--- src/design/asra_pkg.sv ---
// Constants shared by the serial register access block
package asra_pkg;
   localparam int          FRAME_BITS   = 16;
   localparam int          DATA_BITS    = 14;
   localparam int          CAL_COUNT    = 10;
   localparam int          BUS_AW       = 8;
   localparam int          BUS_DW       = 32;
   // Write address field, top of frame
   localparam int          WSEL_HI_POS  = 15;
   localparam int          WSEL_LO_POS  = 14;
   localparam logic [1:0]  WSEL_NONE    = 2'h0;
   localparam logic [1:0]  WSEL_TEST    = 2'h1;
   localparam logic [1:0]  WSEL_CAL     = 2'h2;
   localparam logic [1:0]  WSEL_CTRL    = 2'h3;
   // Control register fields
   localparam int          READ_SEL_HI  = 7;
   localparam int          READ_SEL_LO  = 6;
   localparam int          CAL_PICK_HI  = 2;
   localparam int          CAL_PICK_LO  = 1;
   localparam int          CAL_START    = 0;
   localparam logic [13:0] CTRL_RESET   = 14'h0000;
   localparam logic [1:0]  RSEL_DATA    = 2'h0;
   localparam logic [1:0]  RSEL_TEST    = 2'h1;
   localparam logic [1:0]  RSEL_CAL     = 2'h2;
   localparam logic [1:0]  RSEL_STATUS  = 2'h3;
   localparam logic [1:0]  LEAD_ZEROS   = 2'h0;
   // Local register bus map, byte addresses
   localparam logic [7:0]  OFS_RESULT   = 8'h00;
   localparam logic [7:0]  OFS_STATUS   = 8'h04;
   localparam logic [7:0]  OFS_CTRL     = 8'h08;
   localparam logic [7:0]  OFS_TEST     = 8'h0C;
   localparam logic [7:0]  OFS_FRAMES   = 8'h10;
   localparam logic [7:0]  OFS_CAL_BASE = 8'h40;
   localparam logic [13:0] TEST_RESET   = 14'h0000;
   localparam logic [13:0] CAL_RESET    = 14'h0000;
   localparam logic [15:0] STATUS_RESET = 16'h0000;
   localparam logic [4:0]  LAST_BIT     = 5'h0F;

   typedef enum logic [1:0] {ASRA_IDLE, ASRA_SHIFT, ASRA_DONE} asra_state_t;
endpackage

--- src/design/asra_top.sv ---
// Serial register access: frame shifter, write decode, read select, local bus
//
// The strobed register port and the register addresses were decided locally.
`timescale 1ns/1ps
// Behaviour
// - write frame is 16 bits, two select bits then 14 payload bits
// - registers update only after all sixteen bits arrived
// - select code 00 writes nothing and drops the payload
// - select code 01 writes payload into test register
// - select code 10 writes payload into selected calibration register
// - select code 11 writes payload into control register
// - control bits 7 and 6 choose the read frame source
// - read select is 00 after reset, giving output data
// - read select persists until a new control write changes it
// - select 00 returns output data with two leading zeros
// - select 01 returns test register on every read frame
// - select 10 returns currently selected calibration register
// - select 11 returns status register
// - control write-only, data and status read-only, test and cal both
// - every control register bit is zero after reset
// - with start bit 0 the two pick bits choose calibration register
module asra_top
   import asra_pkg::*;
#(
   parameter int CAL_NUM = CAL_COUNT
) (
   input  wire logic                 clk,
   input  wire logic                 sys_rst,
   input  wire logic                 sclk,
   input  wire logic                 sync_n,
   input  wire logic                 din,
   output logic                      dout,
   output logic [DATA_BITS-1:0]      ctrl_word,
   output logic                      frame_written,
   input  wire logic [BUS_AW-1:0]    bus_addr,
   input  wire logic [BUS_DW-1:0]    bus_wdata,
   input  wire logic                 bus_wr,
   input  wire logic                 bus_rd,
   output logic [BUS_DW-1:0]         bus_rdata
);

   logic [2:0]              sclk_sync_reg;
   logic [2:0]              sync_n_sync_reg;
   logic [1:0]              din_sync_reg;
   logic                    sclk_fall;
   logic                    sclk_rise;
   logic                    frame_start;
   logic                    frame_end;
   asra_state_t             state_reg;
   logic [4:0]              bit_cnt_reg;
   logic [FRAME_BITS-2:0]   in_word_reg;
   logic [FRAME_BITS-1:0]   out_word_reg;
   logic                    dout_reg;
   logic [FRAME_BITS-1:0]   frame_word;
   logic                    commit;
   logic [1:0]              wsel;
   logic [DATA_BITS-1:0]    payload;
   logic [DATA_BITS-1:0]    ctrl_reg;
   logic [DATA_BITS-1:0]    test_reg;
   logic [DATA_BITS-1:0]    cal_reg [CAL_NUM];
   logic [DATA_BITS-1:0]    result_reg;
   logic [FRAME_BITS-1:0]   status_reg;
   logic [15:0]             frames_reg;
   logic [BUS_DW-1:0]       bus_rdata_reg;
   logic                    written_reg;
   logic [1:0]              read_sel;
   logic [1:0]              cal_pick;
   logic                    cal_open;
   logic [FRAME_BITS-1:0]   read_word;

   // Bus byte address to calibration index, or CAL_NUM when not a slot
   function automatic int cal_index(input logic [BUS_AW-1:0] a);
      int idx;
      idx = CAL_NUM;
      for (int i = 0; i < CAL_NUM; i++) begin
         if (a == OFS_CAL_BASE + BUS_AW'(4 * i)) begin
            idx = i;
         end
      end
      return idx;
   endfunction

   // Pins come from the host's clock world: two stages before use
   always_ff @(posedge clk) begin
      if (sys_rst) begin
         sclk_sync_reg   <= 3'h7;
         sync_n_sync_reg <= 3'h7;
         din_sync_reg    <= 2'h0;
      end else begin
         sclk_sync_reg   <= {sclk_sync_reg[1:0], sclk};
         sync_n_sync_reg <= {sync_n_sync_reg[1:0], sync_n};
         din_sync_reg    <= {din_sync_reg[0], din};
      end
   end

   // Edge detection looks only at stages two and three
   assign sclk_fall   = sclk_sync_reg[2] & ~sclk_sync_reg[1];
   assign sclk_rise   = ~sclk_sync_reg[2] & sclk_sync_reg[1];
   assign frame_start = sync_n_sync_reg[2] & ~sync_n_sync_reg[1];
   assign frame_end   = sync_n_sync_reg[1];

   assign read_sel = {ctrl_reg[READ_SEL_HI], ctrl_reg[READ_SEL_LO]};
   assign cal_pick = {ctrl_reg[CAL_PICK_HI], ctrl_reg[CAL_PICK_LO]};
   assign cal_open = ~ctrl_reg[CAL_START];

   // Sixteenth falling edge completes the frame
   assign frame_word = {in_word_reg, din_sync_reg[1]};
   assign commit     = (state_reg == ASRA_SHIFT) && !frame_end && sclk_fall
                       && (bit_cnt_reg == LAST_BIT);
   assign wsel       = {frame_word[WSEL_HI_POS], frame_word[WSEL_LO_POS]};
   assign payload    = frame_word[DATA_BITS-1:0];

   always_comb begin
      case (read_sel)
         RSEL_DATA:   read_word = {LEAD_ZEROS, result_reg};
         RSEL_TEST:   read_word = {LEAD_ZEROS, test_reg};
         RSEL_CAL:    read_word = {LEAD_ZEROS, cal_reg[cal_pick]};
         RSEL_STATUS: read_word = status_reg;
         default:     read_word = '0;
      endcase
   end

   // Frame sequencing; a frame cut short by sync going high is dropped
   always_ff @(posedge clk) begin
      if (sys_rst) begin
         state_reg   <= ASRA_IDLE;
         bit_cnt_reg <= 5'h00;
         in_word_reg <= '0;
      end else begin
         case (state_reg)
            ASRA_IDLE: begin
               bit_cnt_reg <= 5'h00;
               if (frame_start) begin
                  state_reg <= ASRA_SHIFT;
               end
            end
            ASRA_SHIFT: begin
               if (frame_end) begin
                  state_reg <= ASRA_IDLE;
               end else if (sclk_fall) begin
                  in_word_reg <= frame_word[FRAME_BITS-2:0];
                  bit_cnt_reg <= bit_cnt_reg + 5'h01;
                  if (commit) begin
                     state_reg <= ASRA_DONE;
                  end
               end
            end
            ASRA_DONE: begin
               // Extra clocks after a full word are ignored
               if (frame_end) begin
                  state_reg <= ASRA_IDLE;
               end
            end
            default: state_reg <= ASRA_IDLE;
         endcase
      end
   end

   // Read word: chosen at frame start, shifted on rising clock edges
   always_ff @(posedge clk) begin
      if (sys_rst) begin
         out_word_reg <= '0;
         dout_reg     <= 1'b0;
      end else if (state_reg == ASRA_IDLE && frame_start) begin
         out_word_reg <= read_word;
         dout_reg     <= read_word[FRAME_BITS-1];
      end else if (state_reg == ASRA_SHIFT && !frame_end && sclk_rise
                   && bit_cnt_reg != 5'h00) begin
         out_word_reg <= {out_word_reg[FRAME_BITS-2:0], 1'b0};
         dout_reg     <= out_word_reg[FRAME_BITS-2];
      end else if (state_reg == ASRA_IDLE) begin
         dout_reg <= 1'b0;
      end
   end

   // Control register: host write only, cleared at reset
   always_ff @(posedge clk) begin
      if (sys_rst) begin
         ctrl_reg <= CTRL_RESET;
      end else if (commit && wsel == WSEL_CTRL) begin
         ctrl_reg <= payload;
      end
   end

   // Test register: bus can only read it back
   always_ff @(posedge clk) begin
      if (sys_rst) begin
         test_reg <= TEST_RESET;
      end else if (commit && wsel == WSEL_TEST) begin
         test_reg <= payload;
      end
   end

   // Calibration slots; the serial write wins a same-cycle clash
   always_ff @(posedge clk) begin
      if (sys_rst) begin
         for (int i = 0; i < CAL_NUM; i++) begin
            cal_reg[i] <= CAL_RESET;
         end
      end else if (commit && wsel == WSEL_CAL) begin
         if (cal_open) begin
            cal_reg[cal_pick] <= payload;
         end
      end else if (bus_wr && cal_index(bus_addr) < CAL_NUM) begin
         cal_reg[cal_index(bus_addr)] <= bus_wdata[DATA_BITS-1:0];
      end
   end

   // Converter side fills the read-only output data and status words
   always_ff @(posedge clk) begin
      if (sys_rst) begin
         result_reg <= '0;
         status_reg <= STATUS_RESET;
      end else if (bus_wr) begin
         if (bus_addr == OFS_RESULT) begin
            result_reg <= bus_wdata[DATA_BITS-1:0];
         end
         if (bus_addr == OFS_STATUS) begin
            status_reg <= bus_wdata[FRAME_BITS-1:0];
         end
      end
   end

   // Completed frame counter and write pulse; null frames count but give no pulse
   always_ff @(posedge clk) begin
      if (sys_rst) begin
         frames_reg  <= 16'h0000;
         written_reg <= 1'b0;
      end else begin
         written_reg <= commit && wsel != WSEL_NONE;
         if (commit) begin
            frames_reg <= frames_reg + 16'h0001;
         end
      end
   end

   always_ff @(posedge clk) begin
      if (sys_rst) begin
         bus_rdata_reg <= '0;
      end else if (bus_rd) begin
         if (bus_addr == OFS_RESULT) begin
            bus_rdata_reg <= BUS_DW'(result_reg);
         end else if (bus_addr == OFS_STATUS) begin
            bus_rdata_reg <= BUS_DW'(status_reg);
         end else if (bus_addr == OFS_CTRL) begin
            bus_rdata_reg <= BUS_DW'(ctrl_reg);
         end else if (bus_addr == OFS_TEST) begin
            bus_rdata_reg <= BUS_DW'(test_reg);
         end else if (bus_addr == OFS_FRAMES) begin
            bus_rdata_reg <= BUS_DW'(frames_reg);
         end else if (cal_index(bus_addr) < CAL_NUM) begin
            bus_rdata_reg <= BUS_DW'(cal_reg[cal_index(bus_addr)]);
         end else begin
            bus_rdata_reg <= '0;
         end
      end else begin
         bus_rdata_reg <= '0;
      end
   end

   assign dout          = dout_reg;
   assign ctrl_word     = ctrl_reg;
   assign frame_written = written_reg;
   assign bus_rdata     = bus_rdata_reg;

   property p_ctrl_reset;
      @(posedge clk) sys_rst |=> ctrl_reg == CTRL_RESET && read_sel == RSEL_DATA;
   endproperty
   a_ctrl_reset: assert property (p_ctrl_reset) else $error("control not cleared");

   property p_partial_drop;
      @(posedge clk) disable iff (sys_rst)
         (state_reg == ASRA_SHIFT && frame_end && bit_cnt_reg != 5'h00)
         |=> $stable(ctrl_reg) && $stable(test_reg) && state_reg == ASRA_IDLE;
   endproperty
   a_partial_drop: assert property (p_partial_drop) else $error("partial frame wrote");

   property p_null_write;
      @(posedge clk) disable iff (sys_rst)
         commit && wsel == WSEL_NONE |=> $stable(ctrl_reg) && $stable(test_reg) && !frame_written;
   endproperty
   a_null_write: assert property (p_null_write) else $error("null frame wrote");

   property p_test_write;
      @(posedge clk) disable iff (sys_rst)
         commit && wsel == WSEL_TEST |=> test_reg == $past(payload) && $stable(ctrl_reg);
   endproperty
   a_test_write: assert property (p_test_write) else $error("test write lost");

   property p_cal_write;
      @(posedge clk) disable iff (sys_rst)
         commit && wsel == WSEL_CAL && cal_open |=> cal_reg[$past(cal_pick)] == $past(payload);
   endproperty
   a_cal_write: assert property (p_cal_write) else $error("cal write lost");

   property p_ctrl_write;
      @(posedge clk) disable iff (sys_rst)
         commit && wsel == WSEL_CTRL |=> ctrl_word == $past(payload) && frame_written;
   endproperty
   a_ctrl_write: assert property (p_ctrl_write) else $error("control write lost");

   property p_sel_persist;
      @(posedge clk) disable iff (sys_rst) !(commit && wsel == WSEL_CTRL) |=> $stable(read_sel);
   endproperty
   a_sel_persist: assert property (p_sel_persist) else $error("read select moved");

   property p_read_data;
      @(posedge clk) disable iff (sys_rst)
         state_reg == ASRA_IDLE && frame_start && read_sel == RSEL_DATA
         |=> out_word_reg[FRAME_BITS-1 -: 2] == LEAD_ZEROS && dout == 1'b0;
   endproperty
   a_read_data: assert property (p_read_data) else $error("data word lacks zeros");

   property p_read_status;
      @(posedge clk) disable iff (sys_rst)
         state_reg == ASRA_IDLE && frame_start && read_sel == RSEL_STATUS
         |=> out_word_reg == $past(status_reg) && dout == $past(status_reg[FRAME_BITS-1]);
   endproperty
   a_read_status: assert property (p_read_status) else $error("status not loaded");

   property p_read_test;
      @(posedge clk) disable iff (sys_rst)
         state_reg == ASRA_IDLE && frame_start && read_sel == RSEL_TEST
         |=> out_word_reg[DATA_BITS-1:0] == $past(test_reg);
   endproperty
   a_read_test: assert property (p_read_test) else $error("test not loaded");

endmodule

--- config.mk ---
export PLATFORM = sky130hd
export DESIGN_NAME = asra_top
export DESIGN_NICKNAME = d
export VERILOG_FILES = /design/src/design/asra_pkg.sv /design/src/design/asra_top.sv
export SDC_FILE = /design/constraint.sdc
export NUM_CORES = 1
export LEC_CHECK = 0
export ABC_AREA = 1
export ABC_CLOCK_PERIOD_IN_PS = 3800
export CAP_MARGIN = 20
export CELL_PAD_IN_SITES_DETAIL_PLACEMENT = 2
export CELL_PAD_IN_SITES_GLOBAL_PLACEMENT = 2
export CORE_ASPECT_RATIO = 1.25
export CORE_MARGIN = 5
export CORE_UTILIZATION = 37
export DETAILED_ROUTE_END_ITERATION = 8
export DONT_BUFFER_PORTS = 1
export PLACE_DENSITY_LB_ADDON = 0.1
export REMOVE_ABC_BUFFERS = 1
export SLEW_MARGIN = 5
export SYNTH_ARGS = -nofsm -noshare
export SYNTH_HDL_FRONTEND = slang
export SYNTH_SLANG_ARGS = --single-unit
--- constraint.sdc ---
create_clock -name clk -period 3.8 [get_ports clk]
set_input_delay 0.38 -clock clk [delete_from_list [all_inputs] [get_ports clk]]
set_output_delay 0.38 -clock clk [all_outputs]
set_load 0.005 [all_outputs]
After elaboration in Yosys (flattened, before gate mapping)
Memories as Yosys holds them, arrays and structs flattened. A register that Yosys moved wholly into a read port is not among the register bits. Index checks and enable logic that the tools add are counted.

$lt $le $gt $ge: 2. Eq/ne operators: 29. Reductions and logical operators: 30. Muxes and demuxes: 69. $add $sub $neg: 2. Bitwise logic cells: 7.

Operators by type and width (count): 32-bit 2-to-1 mux (18); 8-bit by 7-bit == test with 1-bit output, second input constant (10); 32-bit by 5-bit < comparator with 1-bit output, second input constant (2); 16-bit 2-to-1 mux (4); 16-bit one-hot mux with 4 select lines (1); 14-bit 2-to-1 mux (4); 4-bit 2-to-1 mux (14); 15-bit 2-to-1 mux (2); 14-bit OR reduction (2); 16-bit by 1-bit adder with 16-bit output, second input constant (1); 8-bit by 4-bit == test with 1-bit output, second input constant (2); 1-bit 2-to-1 mux (15); 2-bit 2-to-1 mux (7); 1-bit logical AND (11); 2-bit == test, second input constant (5); 5-bit 2-to-1 mux (2); 5-bit one-hot mux with 2 select lines (1); 8-bit by 3-bit == test with 1-bit output, second input constant (1); 8-bit by 5-bit == test with 1-bit output, second input constant (1); 8-bit logical NOT (1); 2-bit != test, second input constant (4); 7-bit OR reduction (1); 2-bit by 1-bit == test with 1-bit output, second input constant (3); 3-bit != test, second input constant (2); 15 further kinds (25).

Bits of input ports: 47. Memory bits (writable): 140. Memories: 1. Flip-flop bits (word level): 153. Word-level logic and storage cells: 157. Output and inout port bits: 48.

Memories: cal_reg (depth 10, bits a word 14, read ports 2, clocked after Yosys merged registers in 1, wr ports 10, RTL line asra_top.sv:60) `logic [DATA_BITS-1:0] cal_reg [CAL_NUM];`.

Depth between registers and ports, before layout
Gate-level depths: netlist (run 1). An unclocked memory read counts as a cell.

Depth after elaboration: 34. Mapped depth: 18. Mapped depth without buffers: 15.

Least setup slack after synthesis (run 1)
Ideal clock, no wire load.

Kind: register to register. Start: register bit_cnt_reg[0]. End: memory cal_reg[9][0] (enable). Clock period less this slack: 2895 ps. Cell stages (with the launch flop): 13. Path buffers: 0. Slack: 905 ps. Data required time: 3397 ps. Arrival time: 2493 ps. Cell sequence: dfxtp_1 ha_1 inv_1 nor3_1 ha_1 nand2_2 nor2_4 nor3_2 nand2_1 nand2_1 inv_1 o21ai_0 nor3_1.

RTL lines: from (decl) (RTL line asra_top.sv:50) `logic [4:0] bit_cnt_reg;`; from (signal assigned) (RTL line asra_top.sv:142) `bit_cnt_reg <= bit_cnt_reg + 5'h01;`; to (decl) (RTL line asra_top.sv:60).

==> impl_results.md, run 1 <==
- Max reg flops: between 100 and 150
- H-tree depth: 1
- Antenna violations before repair: 0
- Switch Pwr: roughly 1.5 mW
- # rows: 77
- Setup WS post-layout: 0.619 ns
- Core ar.: around 36000 um2
- Main combinational cell family by area after synthesis: simple AND/OR/NAND/NOR gates
- Synth Register Bits: around 280
- Ratio of cells with drive above 1 in the final layout: 7.54%
- Ports: between 90 and 100
- Grt total ovfl: 0
- Starting Density: 37.6%
- Area of the die: roughly 40000 um2
- Pwr/cell area: about 440 nW/um2
- Die X: roughly 180 um
- I/O Buffers: 0
- Vias in the first global route: ~13000
- Combinational share of power: 4.0%
- Fmax: between 0.3 and 0.4 GHz
- Status: finished, final reports clean
- Switching share of power: between 20 and 25%
- Vias per inst: roughly 5.4
- Post-Synthesis Cells: 1680
- Pre-CTS setup slack: between 0.6 and 0.7 ns
- Drt pass-1 iters: 5
- Synth warn: 0
- Worst Path Required: 4.00 ns
- Global-route wire length before repair: 75600 um
- Leakage: 5.62 nW
- Area grow syn2layout: 12.0%
- Worst slew pin tran: roughly 1.0 ns
- Critical Path Sink Type: flip-flop
- Worst setup SP type: flip-flop
- VDD IR max: about 0.31 mV
- Clock Power Share: between 40 and 50%
- Post-DP HPWL: 34200 um
- Number of setup buffers added after CTS: 0
- Die height: roughly 220 um
- Pint: a little over 5 mW
- Post-Synth Simple-Gate Area: 23.3%
- CP Data Arrival Time: around 3.4 ns
- Wire per inst: approximately 23 um
- Worst skew pair latency: ~0.57 ns
- Tot GR Track Use: between 20 and 25%
- Drt initial violations: 526
- Max_cap viols: 0
- Antenna fix cells: 0
- Max-slew violations: 0
- Post-synthesis mux area share: 0%
- Finished Core Util: a little over two fifths
- Vias: about 12000
- Sequential share of power: roughly 50%
- Finish-stage setup viols: 0
- Largest net degree at the start of global routing: 93
- Synth unique cells: 39
- Synth Area in Compound Gates: a little over an eighth
- Clock buffer depth: 3
- Final Hold Vio Count: 0
- Kind of critical path: reg2reg
- DRC errors left: 0
- RSZ-0062 raised after global routing: false
- CP max FO: 15
- Post-Synth Adder-Cell Area: less than 1%
- Fin crit period: roughly 3.2 ns
- Clock Pin Slew Worst Setup and Hold Paths: 0.06 ns
- Inserted Clock Buffers: 30
- Hold Path Class: in2reg
- Xor/xnor cell area share of the yosys netlist: 0%
- Routability Congestion: 0.824
- Worst relative slew slack: 30.9%
- Post-Syn Area: ~13000 um2
- Worst Skew: around 0.0088 ns
- Mean Syn Cell Area: around 8.0 um2
- Period utilization: 83.7%
- Nets@finish: 1726
- CTS tree: yes
- Clock Tree Root: clkbuf_16
- CTS Sinks: roughly 280
- Seq/Total Area, Yosys: between 50% and 60%
- Number of routed nets with antenna violations: 0
- Final wirelength: just under 50000 um
-- cells in the mapped netlist (all sizes together) --
master,count,area share [%]
a21oi,137,5.1
and3,1,0.047
conb,1,0.028
o22ai,22,1.2
nor4,4,0.19
nor3,22,0.97
o21ai,153,5.8
nand3,104,4.0
inv,227,6.4
nand4,18,0.89
nor2,216,6.3
a31oi,2,0.094
a32oi,1,0.066
ha,4,0.37
nand3b,26,1.5
buf,45,2.0
clkbuf,56,1.6
o211ai,4,0.22
a221oi,2,0.13
o2111ai,14,0.92
a2111oi,2,0.13
clkinv,17,0.48
o31ai,1,0.056
nand2,310,8.8
dfxtp,139,21
or2,12,0.56
edfxtp,140,31
-- cell type report --
class / count / area, um2
Fill cell: 4035 / 20600
Sequential cell: 279 / 6990
Multi-Input combinational cell: 1071 / 5070
Inverter: 244 / 916
Clock buffer: 44 / 875
Tap cell: 474 / 593
Timing Repair Buffer: 49 / 418
Clock inverter: 10 / 123
-- final timing paths --
check,endpoint,slack [ns],startpoint,depth (start not counted)
min,status_reg[12],0.03,bus_wdata[12],2
min reg2reg,sclk_sync_reg[1],0.41,sclk_sync_reg[0],1
max reg2reg,cal_reg[8][0],0.62,bit_cnt_reg[0],12
max,cal_reg[8][0],0.62,bit_cnt_reg[0],12
-- what timing repair did --
| item | CTS | global route |
|---|---|---|
| hold endpoints to repair | 45 | 0 |
| endpoints found under the setup margin | 0 | 0 |
| gates resized for setup | 0 | 0 |
| hold buffers | 11 | 0 |
-- metrics by stage --
stage,instance area (um2),cells,hold slack (ns),total power [mW],TNS [ns]
3_5_place_dp,13900,2106,0.400,3.59,0
5_1_grt,15000,2171,0.0303,6.78,0
6_report,15000,2171,0.0279,6.55,0
3_3_place_gp,13900,2106,0.396,3.57,0
4_1_cts,15000,2171,0.00244,6.63,0
2_1_floorplan,12900,1594,0.388,3.49,-63.85
-- routing by layer --
metal	vias up	track usage (%)	wire (um)
met2	204	46.4	26300
li1	5472	-	-
met1	5943	28.0	19900
met5	-	0	0
met4	0	6.44	1280
met3	86	2.57	1540
-- cells in the final DEF, fill, tap and decap left out, drive strengths merged --
master,count
nor3,22
a221oi,2
nor2,216
o22ai,22
conb,16
a32oi,1
or2,12
a2111oi,2
o31ai,1
inv,227
clkbuf,44
a31oi,2
nand3,104
dlygate4sd3,10
nor4,4
o2111ai,14
nand3b,26
dfxtp,139
a21oi,137
nand2,310
edfxtp,140
buf,39
o211ai,4
nand4,18
bufinv,3
clkinv,24
ha,4
and3,1
o21ai,153
-- power groups by stage --
stage	Sequential [mW]	Clock [mW]	Combinational, mW
5_1_grt	3.28	3.20	0.296
2_1_floorplan	3.33	0	0.160
3_5_place_dp	3.34	0	0.250
3_3_place_gp	3.33	0	0.238
6_report	3.28	3.01	0.264
4_1_cts	3.28	3.08	0.268
-- kinds of logic after synthesis --
group / Yosys count
adders and majority gates: 4
and+or+nand+nor: 713
DFF: 279
buffers and inverters: 345
AOI/OAI and AO/OA: 338
other: 1
-- critical path, stage by stage, from the launching register on --
cell     delay (ns)
dfxtp_1        0.39
ha_1           0.18
inv_1          0.07
nor3_1         0.18
ha_1           0.21
nand2_2        0.09
nor2_4         0.16
nand3_4        0.12
o22ai_2        0.32
inv_2          0.11
nor2_4         0.14
nand2_2        0.22
nand2_1        0.59
Note: power is estimated with default switching activity, not from simulation.
==> run 2, diff against run 1 <==
--- a/config.mk
+++ b/config.mk
@@ -6,13 +6,13 @@
 export NUM_CORES = 1
 export LEC_CHECK = 0
 export ABC_AREA = 1
-export ABC_CLOCK_PERIOD_IN_PS = 3800
+export ABC_CLOCK_PERIOD_IN_PS = 2800
 export CAP_MARGIN = 20
 export CELL_PAD_IN_SITES_DETAIL_PLACEMENT = 2
 export CELL_PAD_IN_SITES_GLOBAL_PLACEMENT = 2
 export CORE_ASPECT_RATIO = 1.25
 export CORE_MARGIN = 5
-export CORE_UTILIZATION = 37
+export CORE_UTILIZATION = 34
 export DETAILED_ROUTE_END_ITERATION = 8
 export DONT_BUFFER_PORTS = 1
 export PLACE_DENSITY_LB_ADDON = 0.1
==> constraint.sdc (replaced) <==
create_clock -name clk -period 2.8 [get_ports clk]
set_input_delay 0.28 -clock clk [delete_from_list [all_inputs] [get_ports clk]]
set_output_delay 0.28 -clock clk [all_outputs]
set_load 0.005 [all_outputs]
==> impl_results.md, run 2 (synthesis gave the netlist of run 1 again) <==
- Status: finished, final reports clean (unchanged)
- Worst hold slack: 0.293 ns (was 0.0279 ns)
- VDD IR max: 0.409 mV (was 0.312 mV)
- Ratio of cells with drive above 1 in the final layout: 10.3% (was 7.54%)
- Grt total ovfl: 0 (unchanged)
- Worst setup SP type: flip-flop (unchanged)
- Vias: 11534 (was 11705)
- Die height: 232 um (was 223 um)
- Vias per inst: 5.15 (was 5.39)
- Slowest cell on crit path: dfxtp_1 (was nand2_1)
- Clock Tree Root: clkbuf_16 (unchanged)
- Worst slew pin tran: 0.706 ns (was 1.03 ns)
- Area of the die: 43400 um2 (was 40100 um2)
- Slowest stage delay, CP: 0.38 ns (was 0.59 ns)
- DRC errors left: 0 (unchanged)
- RR Endpoint: cal_reg[1][6] (was cal_reg[8][0])
- Setup WS post-layout: 0.197 ns (was 0.619 ns)
- Fin crit period: 2.60 ns (was 3.18 ns)
- CP max FO: 14 (was 15)
- Hold Path Class: in2reg (unchanged)
- Starting Density: 34.3% (was 37.6%)
- Largest net degree at the start of global routing: 81 (was 93)
- CTS tree: yes (unchanged)
- Die X: 187 um (was 180 um)
- Post-DP HPWL: 35200 um (was 34200 um)
- Worst Skew: 0.0278 ns (was 0.00879 ns)
- Max reg flops: 140 (unchanged)
- Max-slew violations: 0 (unchanged)
- Core ar.: 39000 um2 (was 35600 um2)
- Inserted Clock Buffers: 30 (unchanged)
- Pwr/cell area: 582 nW/um2 (was 437 nW/um2)
- Critical path cell sequence: ha_1 -> inv_1 -> nor3_1 -> ha_1 -> nand2_2 -> nor2_4 -> nand3_4 -> buf_4 -> o22ai_1 -> clkinv_1 -> buf_4 -> nor2_1 (was ha_1 -> inv_1 -> nor3_1 -> ha_1 -> nand2_2 -> nor2_4 -> nand3_4 -> o22ai_2 -> inv_2 -> nor2_4 -> nand2_2 -> nand2_1)
- Commonest non-fill, non-tap cell in the layout: nand2_1 (unchanged)
- Kind of critical path: reg2reg (unchanged)
- Antenna violations before repair: 2 (was 0)
- Worst relative slew slack: 52.9% (was 30.9%)
- Worst Path Required: 3.22 ns (was 4.00 ns)
- RSZ-0062 raised after global routing: false (unchanged)
- Routability Congestion: 0.802 (was 0.824)
- # rows: 81 (was 77)
- Vias in the first global route: 12490 (was 12904)
- Max_cap viols: 0 (unchanged)
- Crit. Startpoint: bit_cnt_reg[1] (was bit_cnt_reg[0])
- Ports: 95 (unchanged)
- Critical Path Sink Type: flip-flop (unchanged)
- Fmax: 0.384 GHz (was 0.314 GHz)
- Period utilization: 93.0% (was 83.7%)
- Reg2reg setup slack: 0.20 ns (was 0.62 ns)
- Overall power: 9.08 mW (was 6.55 mW)
- Worst skew pair latency: 0.58 ns (was 0.57 ns)
- Area grow syn2layout: 16.8% (was 12.0%)
- Nets@finish: 1769 (was 1726)
- Number of setup buffers added after CTS: 0 (unchanged)
- R2R depth: 12 (unchanged)
- I/O Buffers: 0 (unchanged)
- Clock Pin Slew Worst Setup and Hold Paths: 0.06 ns (about the same)
- Wire per inst: 21.8 um (was 22.6 um)
- Clock buffer depth: 3 (unchanged)
- Final wirelength: 48800 um (was 49000 um)
- Antenna fix cells: 0 (unchanged)
- Pre-CTS setup slack: 0.114 ns (was 0.622 ns)
- Fill cells: 4426 (was 4035)
- H-tree depth: 1 (unchanged)
- Worst setup path endpoint: cal_reg[1][6] (was cal_reg[8][0])
- Drt initial violations: 487 (was 526)
- Global-route wire length before repair: 74400 um (was 75600 um)
- Number of routed nets with antenna violations: 0 (unchanged)
- Drt pass-1 iters: 4 (was 5)
- Leakage: 5.95 nW (was 5.62 nW)
- Finish-stage setup viols: 0 (unchanged)
- Tot GR Track Use: 22.1% (was 24.0%)
- Final Hold Vio Count: 0 (unchanged)
- CTS Sinks: 279 (unchanged)
- Most frequent cells in the layout: 304 x nand2_1, 220 x inv_1, 207 x nor2_1, 152 x o21ai_0, 140 x edfxtp_1 (unchanged)
- CP Data Arrival Time: 3.03 ns (was 3.38 ns)
- R2r startpoint: bit_cnt_reg[1] (was bit_cnt_reg[0])
==> run 2: cell type report <==
cell class / count / area [um2] / share of cell area, %
repair buffers: 92 / 908 / 5.82
clock inverters: 14 / 135 / 0.866
clock buffers: 42 / 930 / 5.96
flip-flops and latches: 279 / 6990 / 44.8
well taps: 498 / 623 / 3.99
multi-input cells: 1071 / 5110 / 32.7
inverters: 244 / 916 / 5.87
==> run 2: worst min path at each step <==
stage                           start              end  cells after the start
after floorplan               sys_rst   bit_cnt_reg[1]                      1
after global placement        sys_rst  din_sync_reg[0]                      1
after detailed placement      sys_rst  din_sync_reg[0]                      1
after CTS                 bus_addr[2]     bus_rdata[6]                      6
after global routing      bus_addr[2]    bus_rdata[10]                      6
final                     bus_addr[2]    bus_rdata[10]                      6
==> run 2: through the flow <==
stage	instance area (um2)	util, %	setup TNS (ns)	cells
2_1_floorplan	12900	-	-308.99	1594
3_3_place_gp	14300	36.5	0	2161
3_5_place_dp	14300	36.5	0	2161
4_1_cts	15600	39.9	0	2240
5_1_grt	15600	40.0	0	2240
6_report	15600	40.0	0	2240
==> run 2: critical path: cells and delay by family (launching register included) <==
kind | cells | cell delay [ns]
AND/OR/NAND/NOR | 5 | 0.70
buffers and inverters | 4 | 0.63
flip-flops | 1 | 0.38
adder cells (fa/ha/maj) | 2 | 0.37
AO/OA/AOI/OAI | 1 | 0.34
==> run 2: routing by layer <==
| metal | vias up | global-route usage (%) | share of wire, % |
|---|---|---|---|
| met5 | - | 0 | 0 |
| met2 | 167 | 42.1 | 53 |
| met3 | 69 | 2.08 | 2.4 |
| met1 | 5749 | 26.1 | 42 |
| li1 | 5549 | - | - |
| met4 | 0 | 7.00 | 3.3 |
==> run 2: where the power goes <==
group	internal [mW]	leakage [nW]	switching [mW]
clock network	2.50	0.538	1.73
registers	4.40	2.45	0.0407
logic	0.138	2.96	0.267
total	7.04	5.95	2.04
==> run 2: repair_timing <==
action	4_1_cts	5_1_grt
hold buffers	23	0
hold endpoints to repair	62	0
setup endpoints to repair	0	71
gates resized for setup	0	15
